File: config.mk
export PLATFORM = sky130hd
export DESIGN_NAME = sdram_command_config
export DESIGN_NICKNAME = d
export VERILOG_FILES = /design/src/sdram_cmd_pkg.sv /design/src/sdram_command_config.sv
export SDC_FILE = /design/constraint.sdc
export NUM_CORES = 1
export LEC_CHECK = 0
export ABC_AREA = 0
export BUFFER_PORTS_ARGS = -buffer_cell sky130_fd_sc_hd__buf_2
export CAP_MARGIN = 20
export CORE_MARGIN = 2
export CORE_UTILIZATION = 37
export DETAILED_ROUTE_END_ITERATION = 16
export PLACE_DENSITY = 0.64
export SKIP_LAST_GASP = 1
export SYNTH_ARGS = -nofsm -noshare
export SYNTH_HDL_FRONTEND = slang
export SYNTH_SLANG_ARGS = --single-unit
File: constraint.sdc
create_clock -name ref_clk -period 2.55 [get_ports ref_clk]
set_clock_uncertainty 0.15 [all_clocks]
set_input_delay 0.51 -clock ref_clk [delete_from_list [all_inputs] [get_ports ref_clk]]
set_output_delay 0.51 -clock ref_clk [all_outputs]
set_load 0.05 [all_outputs]
File: src/sdram_cmd_pkg.sv
// package for the sdram command and configuration block
// assumes a single 25 MHz clock domain and a plain register port
package sdram_cmd_pkg;

   // ------------------------------------------------------------
   // register offsets
   // ------------------------------------------------------------
   localparam logic [7:0] OFS_COMMAND_MODE   = 8'h00;
   localparam logic [7:0] OFS_REFRESH_PERIOD = 8'h04;
   localparam logic [7:0] OFS_GEOMETRY       = 8'h08;
   localparam logic [7:0] OFS_DECODE_CYCLE   = 8'h0C;
   localparam logic [7:0] OFS_LOW_POWER      = 8'h10;
   localparam logic [7:0] OFS_IRQ_EN_SET     = 8'h14;
   localparam logic [7:0] OFS_IRQ_EN_CLR     = 8'h18;
   localparam logic [7:0] OFS_IRQ_MASK       = 8'h1C;
   localparam logic [7:0] OFS_IRQ_PENDING    = 8'h20;
   localparam logic [7:0] OFS_DEVICE_TYPE    = 8'h24;

   // ------------------------------------------------------------
   // reset values and field layout
   // ------------------------------------------------------------
   localparam logic [31:0] RST_GEOMETRY   = 32'h852372C0;
   localparam logic [31:0] RST_ZERO       = 32'h00000000;
   localparam int          POS_COLS       = 0;
   localparam int          POS_ROWS       = 2;
   localparam int          POS_BANKS      = 4;
   localparam int          POS_CAS        = 5;
   localparam int          POS_TIMEOUT    = 12;
   localparam int          REFRESH_BITS   = 12;
   localparam logic [1:0]  CAS_RESERVED   = 2'h0;
   localparam logic [1:0]  ROWS_RESERVED  = 2'h3;
   localparam logic [1:0]  LP_OFF         = 2'h0;
   localparam logic [1:0]  LP_DEEP        = 2'h3;
   localparam logic [1:0]  TO_RESERVED    = 2'h3;

   // ------------------------------------------------------------
   // timing counts
   // ------------------------------------------------------------
   localparam logic [7:0]  TIMEOUT_64     = 8'h40;
   localparam logic [7:0]  TIMEOUT_128    = 8'h80;

   // command mode encodings
   typedef enum logic [2:0] {
      MODE_NORMAL    = 3'b000,
      MODE_NOP       = 3'b001,
      MODE_PRECHARGE = 3'b010,
      MODE_LOAD_MR   = 3'b011,
      MODE_REFRESH   = 3'b100,
      MODE_LOAD_EMR  = 3'b101,
      MODE_DEEP_PD   = 3'b110,
      MODE_UNUSED    = 3'b111
   } cmd_mode_t;

   // command emitted to the memory
   typedef enum logic [3:0] {
      CMD_IDLE      = 4'h0,
      CMD_NOP       = 4'h1,
      CMD_PRECHARGE = 4'h2,
      CMD_LOAD_MR   = 4'h3,
      CMD_REFRESH   = 4'h4,
      CMD_LOAD_EMR  = 4'h5,
      CMD_DEEP_PD   = 4'h6,
      CMD_ACCESS    = 4'h7,
      CMD_POWERDOWN = 4'h8,
      CMD_SELF_REF  = 4'h9
   } sdram_cmd_t;

   // one command to the memory with its argument
   typedef struct packed {
      sdram_cmd_t  cmd;
      logic [25:0] arg;
   } sdram_op_t;

   // decoded geometry
   typedef struct packed {
      logic [3:0] col_bits;
      logic [3:0] row_bits;
      logic [2:0] banks;
   } geometry_t;

endpackage

File: src/sdram_command_config.sv
// command-mode, refresh timer, geometry and low-power part of an sdram
// controller; assumes host accesses arrive as one-cycle strobes on ref_clk
//
// What this block does
// low-power field 3 sends a deep power-down command to the memory
// host issues no access after deep power-down until re-initialised
// command mode 000 decodes accesses as ordinary reads and writes
// command mode 001 turns each access into one NOP
// command mode 010 turns each access into precharge of all banks
// command mode 011 loads mode register with the access offset
// command mode 100 issues auto-refresh; host precharges beforehand
// command mode 101 loads extended mode register with access offset
// command mode 110 puts the memory into deep power-down
// 12-bit refresh count reloads a timer whose expiry starts a refresh
// no timer-driven refresh until software writes the refresh count
// software picks the count from clock, refresh rate and burst length
// column code 0..3 selects 8..11 column bits, resets to 8
// row code 0..2 selects 11..13 row bits, 3 reserved, reset 11
// bank bit selects two or four banks, resets to two
// low-power field 0 issues no low-power command at all
// low-power entry immediately, after 64 or 128 idle cycles
// refresh error flags a missed refresh; reading pending clears it
// cas latency 1..3 only, zero code reserved, reset two
// non-normal modes: one command per access, no data transferred
`timescale 1ns/1ps
`default_nettype none

module sdram_command_config
   import sdram_cmd_pkg::*;
#(
   parameter int ADDR_W = 26
) (
   input  wire logic              ref_clk,
   input  wire logic              reset_n,
   input  wire logic [7:0]        reg_addr,
   input  wire logic [31:0]       reg_wdata,
   input  wire logic              reg_wr,
   input  wire logic              reg_rd,
   output logic      [31:0]       reg_rdata,
   input  wire logic              acc_req,
   input  wire logic [ADDR_W-1:0] acc_offset,
   input  wire logic              mem_done,
   output logic                   acc_done,
   output sdram_op_t              mem_op,
   output logic                   mem_op_valid,
   output geometry_t              geometry,
   output logic      [1:0]        cas_latency,
   output logic                   refresh_error
);

   // ------------------------------------------------------------
   // register file
   // ------------------------------------------------------------
   logic [2:0]              mode_q;
   logic [REFRESH_BITS-1:0] period_q;
   logic                    period_set_q;
   logic [31:0]             config_q;
   logic                    decode_q;
   logic [13:0]             lowpow_q;
   logic                    irq_mask_q;
   logic                    ref_err_q;
   logic                    ref_pend_q;
   logic                    ref_tick;

   // software writes; reserved codes are refused and keep the old value
   always_ff @(posedge ref_clk) begin
      if (!reset_n) begin
         mode_q       <= RST_ZERO[2:0];
         period_q     <= RST_ZERO[REFRESH_BITS-1:0];
         period_set_q <= 1'b0;
         config_q     <= RST_GEOMETRY;
         decode_q     <= 1'b0;
         lowpow_q     <= RST_ZERO[13:0];
      end else if (reg_wr) begin
         unique case (reg_addr)
            OFS_COMMAND_MODE: mode_q <= reg_wdata[2:0];
            OFS_REFRESH_PERIOD: begin
               period_q     <= reg_wdata[REFRESH_BITS-1:0];
               period_set_q <= 1'b1;
            end
            OFS_GEOMETRY: begin
               config_q <= reg_wdata;
               if (reg_wdata[POS_ROWS+:2] == ROWS_RESERVED) begin
                  config_q[POS_ROWS+:2] <= config_q[POS_ROWS+:2];
               end
               if (reg_wdata[POS_CAS+:2] == CAS_RESERVED) begin
                  config_q[POS_CAS+:2] <= config_q[POS_CAS+:2];
               end
            end
            OFS_DECODE_CYCLE: decode_q <= reg_wdata[0];
            OFS_LOW_POWER: begin
               lowpow_q <= reg_wdata[13:0];
               if (reg_wdata[POS_TIMEOUT+:2] == TO_RESERVED) begin
                  lowpow_q[POS_TIMEOUT+:2] <= lowpow_q[POS_TIMEOUT+:2];
               end
            end
            default: ;
         endcase
      end
   end

   // mask set/clear pair
   always_ff @(posedge ref_clk) begin
      if (!reset_n) begin
         irq_mask_q <= 1'b0;
      end else if (reg_wr && reg_addr == OFS_IRQ_EN_SET && reg_wdata[0]) begin
         irq_mask_q <= 1'b1;
      end else if (reg_wr && reg_addr == OFS_IRQ_EN_CLR && reg_wdata[0]) begin
         irq_mask_q <= 1'b0;
      end
   end

   // read mux; unmapped offsets read zero, one cycle later
   always_ff @(posedge ref_clk) begin
      if (!reset_n) begin
         reg_rdata <= RST_ZERO;
      end else if (reg_rd) begin
         unique case (reg_addr)
            OFS_COMMAND_MODE:   reg_rdata <= {29'h0, mode_q};
            OFS_REFRESH_PERIOD: reg_rdata <= {20'h0, period_q};
            OFS_GEOMETRY:       reg_rdata <= config_q;
            OFS_DECODE_CYCLE:   reg_rdata <= {31'h0, decode_q};
            OFS_LOW_POWER:      reg_rdata <= {18'h0, lowpow_q};
            OFS_IRQ_MASK:       reg_rdata <= {31'h0, irq_mask_q};
            OFS_IRQ_PENDING:    reg_rdata <= {31'h0, ref_err_q};
            default:            reg_rdata <= RST_ZERO;
         endcase
      end else begin
         reg_rdata <= RST_ZERO;
      end
   end

   // ------------------------------------------------------------
   // geometry decode
   // ------------------------------------------------------------
   always_ff @(posedge ref_clk) begin
      if (!reset_n) begin
         geometry    <= '{col_bits: 4'h8, row_bits: 4'hB, banks: 3'h2};
         cas_latency <= 2'h2;
      end else begin
         geometry.col_bits <= 4'h8 + {2'h0, config_q[POS_COLS+:2]};
         geometry.row_bits <= 4'hB + {2'h0, config_q[POS_ROWS+:2]};
         geometry.banks    <= config_q[POS_BANKS] ? 3'h4 : 3'h2;
         cas_latency       <= config_q[POS_CAS+:2];
      end
   end

   // ------------------------------------------------------------
   // refresh timer
   // ------------------------------------------------------------
   logic [REFRESH_BITS-1:0] timer_q;

   // reload on expiry; idle until the count has been written
   always_ff @(posedge ref_clk) begin
      if (!reset_n) begin
         timer_q  <= RST_ZERO[REFRESH_BITS-1:0];
         ref_tick <= 1'b0;
      end else if (!period_set_q || period_q == '0) begin
         timer_q  <= period_q;
         ref_tick <= 1'b0;
      end else if (timer_q == '0) begin
         timer_q  <= period_q;
         ref_tick <= 1'b1;
      end else begin
         timer_q  <= timer_q - 1'b1;
         ref_tick <= 1'b0;
      end
   end

   // ------------------------------------------------------------
   // command sequencer
   // ------------------------------------------------------------
   typedef enum logic [1:0] {
      ST_IDLE = 2'b00,
      ST_BUSY = 2'b01,
      ST_DEEP = 2'b10
   } seq_state_t;

   seq_state_t  state_q;
   logic        lp_asleep_q;
   logic [7:0]  idle_cnt_q;
   logic        ref_issue;
   logic [7:0]  idle_limit;

   // host traffic outranks refresh; in deep power-down it is withheld
   assign ref_issue = ref_pend_q && state_q == ST_IDLE && !acc_req;

   always_comb begin
      unique case (lowpow_q[POS_TIMEOUT+:2])
         2'h1:    idle_limit = TIMEOUT_64;
         2'h2:    idle_limit = TIMEOUT_128;
         default: idle_limit = 8'h00;
      endcase
   end

   // a pending refresh not yet issued when the next tick comes is an error
   always_ff @(posedge ref_clk) begin
      if (!reset_n) begin
         ref_pend_q <= 1'b0;
         ref_err_q  <= 1'b0;
      end else begin
         if (ref_tick) begin
            ref_pend_q <= 1'b1;
         end else if (ref_issue) begin
            ref_pend_q <= 1'b0;
         end
         // set wins over the read clear
         if (ref_tick && ref_pend_q) begin
            ref_err_q <= 1'b1;
         end else if (reg_rd && reg_addr == OFS_IRQ_PENDING) begin
            ref_err_q <= 1'b0;
         end
      end
   end

   always_ff @(posedge ref_clk) begin
      if (!reset_n) begin
         refresh_error <= 1'b0;
      end else begin
         refresh_error <= ref_err_q && irq_mask_q;
      end
   end

   // one command per access; data moves only in normal mode
   always_ff @(posedge ref_clk) begin
      if (!reset_n) begin
         state_q      <= ST_IDLE;
         mem_op       <= '{cmd: CMD_IDLE, arg: '0};
         mem_op_valid <= 1'b0;
         acc_done     <= 1'b0;
      end else begin
         mem_op_valid <= 1'b0;
         acc_done     <= 1'b0;
         unique case (state_q)
            ST_IDLE: begin
               if (lowpow_q[1:0] == LP_DEEP) begin
                  mem_op       <= '{cmd: CMD_DEEP_PD, arg: '0};
                  mem_op_valid <= 1'b1;
                  state_q      <= ST_DEEP;
               end else if (acc_req) begin
                  mem_op_valid <= 1'b1;
                  mem_op.arg   <= acc_offset;
                  unique case (cmd_mode_t'(mode_q))
                     MODE_NOP:       mem_op.cmd <= CMD_NOP;
                     MODE_PRECHARGE: mem_op.cmd <= CMD_PRECHARGE;
                     MODE_LOAD_MR:   mem_op.cmd <= CMD_LOAD_MR;
                     MODE_REFRESH:   mem_op.cmd <= CMD_REFRESH;
                     MODE_LOAD_EMR:  mem_op.cmd <= CMD_LOAD_EMR;
                     MODE_DEEP_PD:   mem_op.cmd <= CMD_DEEP_PD;
                     default:        mem_op.cmd <= CMD_ACCESS;
                  endcase
                  if (mode_q == MODE_NORMAL) begin
                     state_q <= ST_BUSY;
                  end else if (mode_q == MODE_DEEP_PD) begin
                     acc_done <= 1'b1;
                     state_q  <= ST_DEEP;
                  end else begin
                     acc_done <= 1'b1;
                  end
               end else if (ref_issue) begin
                  mem_op       <= '{cmd: CMD_REFRESH, arg: '0};
                  mem_op_valid <= 1'b1;
               end else if (lp_asleep_q == 1'b0 && lowpow_q[1:0] != LP_OFF
                            && idle_cnt_q >= idle_limit) begin
                  mem_op.cmd   <= lowpow_q[0] ? CMD_SELF_REF : CMD_POWERDOWN;
                  mem_op_valid <= 1'b1;
               end
            end
            ST_BUSY: begin
               if (mem_done) begin
                  acc_done <= 1'b1;
                  state_q  <= ST_IDLE;
               end
            end
            // left only by reset or by a new command mode write
            ST_DEEP: begin
               if (reg_wr && reg_addr == OFS_COMMAND_MODE) begin
                  state_q <= ST_IDLE;
               end
            end
            default: state_q <= ST_IDLE;
         endcase
      end
   end

   // idle counting for delayed low-power entry
   always_ff @(posedge ref_clk) begin
      if (!reset_n) begin
         idle_cnt_q  <= 8'h00;
         lp_asleep_q <= 1'b0;
      end else if (acc_req || state_q != ST_IDLE) begin
         idle_cnt_q  <= 8'h00;
         lp_asleep_q <= 1'b0;
      end else begin
         if (idle_cnt_q != 8'hFF) begin
            idle_cnt_q <= idle_cnt_q + 8'h01;
         end
         // asleep from the very edge that sends the entry command; waiting
         // for the command to show would let a second one out
         if (!ref_issue && lowpow_q[1:0] != LP_OFF
             && idle_cnt_q >= idle_limit) begin
            lp_asleep_q <= 1'b1;
         end
      end
   end
endmodule

`default_nettype wire

==> impl_results.md <==
- Vias in the first global route: 5238
- Final WL: 16600 um
- Routed vias/inst: 5.11
- Hold Vio Cnt, Final: 0
- RSZ-0062 raised after global routing: false
- Total gr overflow: 0
- Synthesized cell area: 6530 um^2
- All-Layer GR Usage: 0.181
- Startpoint Class: flip-flop
- Worst R2R Path Depth: 6
- Post-synth EDFFs: 0
- CTS Hold Bufs: 0
- Power Dens Cells: 686 nW/um^2
- Setup tns final: 0 ns
- Syn Area/Cell: 8.94 um^2
- Post-placement cell count: 1072
- Slew headroom: 0.612
- P_leak: 3.52 nW
- Finished Layout Cells: 1104
- Share of the synthesized area in the top cell type: 0.503
- Area growth syn-to-layout: 24.6%
- CTS root buf: clkbuf_16
- WL/cell: 15.0 um
- Ports: 150
- Pins Over Slew Limit: 0
- Clock Pin Slew Worst Setup and Hold Paths: 0.07 ns
- DRC Markers: 0
- Crit path from: timer_q[0]
- Rows: 48
- Largest cells by area after synthesis: dfxtp_1 (50%), nand2_1 (5.9%), a21oi_1 (4.3%)
- Top cells by count, synth: dfxtp_1 (164), nand2_1 (102), a21oi_1 (56)
- Min cycle time layout: 2.31 ns
- Via count: 5645
- Critical R2R Capture: timer_q[7]
- Power Total: 0.00558 W
- Fraction of layout cells with a size suffix above 1: 0.257
- Antenna violations before repair: 1
- Max Fclk: 433 MHz
- Register bit total from synthesis: 164
- Min-Delay Path Class: in -> reg
- Period utilization: 0.906
- Worst path required time: 2.73 ns
- Post-DP HPWL: 11600 um
- CTS resizes: 0
- CTS tree: yes
- Cell taking the most area after synthesis: dfxtp_1
- Worst-skew pair later-pin latency: 0.43 ns
- CTS buffer count: 17
- Worst slack, placed: 0.246 ns
- Synth unique cells: 61
- Die height: 137 um
- Setup Buffers After CTS: 0
- Setup Viol. Count Final: 0
- RD Place Congestion: 0.876
- Worst Setup EP: timer_q[7]
- Core area: 17300 um^2
- Initial DRC Count: 298
- DRT Pass-1 Iters: 4
- TritonCTS Sinks: 164
- Synth Instances: 730
- Worst-case clock buffer depth: 2
- Worst Tran Pin Value: 0.581 ns
- Peak supply drop: 0.473 mV
- Max cap viols: 0
- Antenna violation net count after detailed routing: 0
- Async set-reset flop share out of synthesis: 0
- R2R setup slack: 0.24 ns
- Cell area after layout: 8130 um^2
- PortBufs: 145
- N_diodes: 0
- Most frequent cell after synthesis: dfxtp_1
- Placed cell areas: 7540 um^2
- WP data arrival: 2.49 ns
- Sequential area share after synthesis: 0.503
- Critical Path End Type: flip-flop
- Synth warnings: 0
- Setup ws final: 0.240 ns
- Width of the chip: 137 um
- Nets: 945
- CP Max Fanout: 13
- CTS H-tree lvls: 4
- Die area: 18700 um^2
- Critical path type: reg -> reg
- Starting Density: 0.377
- Prevailing post-synth register cell: dfxtp_1
- First-pass GRT wire length: 26400 um
- Largest net degree at the start of global routing: 38
- Outcome: finished clean
- Worst reg2reg startpoint: timer_q[0]
## logic make-up after synthesis
logic type	synth area share
simple gates	0.223
flops	0.503
compound gates	0.163
buf+inv	0.0460
mux	0.0368
xor+xnor	0.0134
fa+ha+maj	0.0134
other cells	0.00115
## routing by layer
layer / track usage / wire length, um / vias up
met5: 0 / 11 / -
met2: 0.294 / 7930 / 167
li1: - / - / 2846
met3: 0.0478 / 1010 / 24
met4: 0.0704 / 266 / 2
met1: 0.230 / 7390 / 2606
## layout make-up
type,count,area (um^2)
clock buffers,19,443
clock inverters,13,146
fillers,1686,9170
inverters,16,60.1
multi-input cells,495,2960
flip-flops and latches,164,3280
well taps,225,282
repair buffers,172,953
## through the flow
step / utilization / hold WS [ns]
after detailed placement: 0.436 / 0.257
after global placement: 0.436 / 0.262
after global routing: 0.470 / 0.135
final: 0.470 / 0.141
after CTS: 0.470 / 0.125
after floorplan: - / 0.221
## flip-flops by register name, summed over array words and instances, names as in the netlist, 2 cells and up
register,cells
timer_q,12
period_q,12
geometry,7
idle_cnt_q,8
reg_rdata,32
mem_op,30
mode_q,3
state_q,2
cas_latency,2
config_q,32
lowpow_q,14
## worst min-delay path by stage
stage          slack (ns)          start           end  cells past startpoint
3_3_place_gp         0.26    config_q[2]   geometry[3]                      1
4_1_cts              0.12  reg_wdata[16]  config_q[16]                      3
2_1_floorplan        0.22    config_q[2]   geometry[3]                      1
6_report             0.14  reg_wdata[21]  config_q[21]                      3
5_1_grt              0.14  reg_wdata[14]  config_q[14]                      3
3_5_place_dp         0.26    config_q[2]   geometry[3]                      1
## report_power, final
group	switching [W]	internal (W)	total, W	leakage [nW]
sequential	0.0000200	0.00260	0.00262	1.33
combinational	0.000292	0.000125	0.000417	1.91
clock	0.00107	0.00148	0.00255	0.285
total	0.00138	0.00420	0.00558	3.52
## layout by cell type (no fill, tap or decap), drive strengths merged, types with 3 or more instances in the layout
cell,synthesis,layout
conb,2,4
nor2b,7,7
ha,7,7
o31ai,6,6
a21oi,56,56
clkbuf,43,19
nor3,15,15
o211a,3,3
nand4,33,33
mux2i,24,24
and2,26,26
or4,5,5
o21ai,26,26
nand3,34,34
buf,14,172
and3,7,7
o2111ai,3,3
dfxtp,164,164
a22o,9,9
clkinv,0,5
a211oi,12,12
a22oi,12,12
inv,16,20
xnor2,8,8
nor4,5,5
nand2,102,102
nand2b,5,5
o21a,4,4
nor2,46,46
## critical path: stages, from the launching register on
cell     delay (ns)
dfxtp_1        0.33
inv_1          0.08
ha_1           0.15
or4b_2         0.59
or3_4          0.43
and2_4         0.26
o211a_1        0.21
No activity file was read; power rests on OpenSTA's default activity.
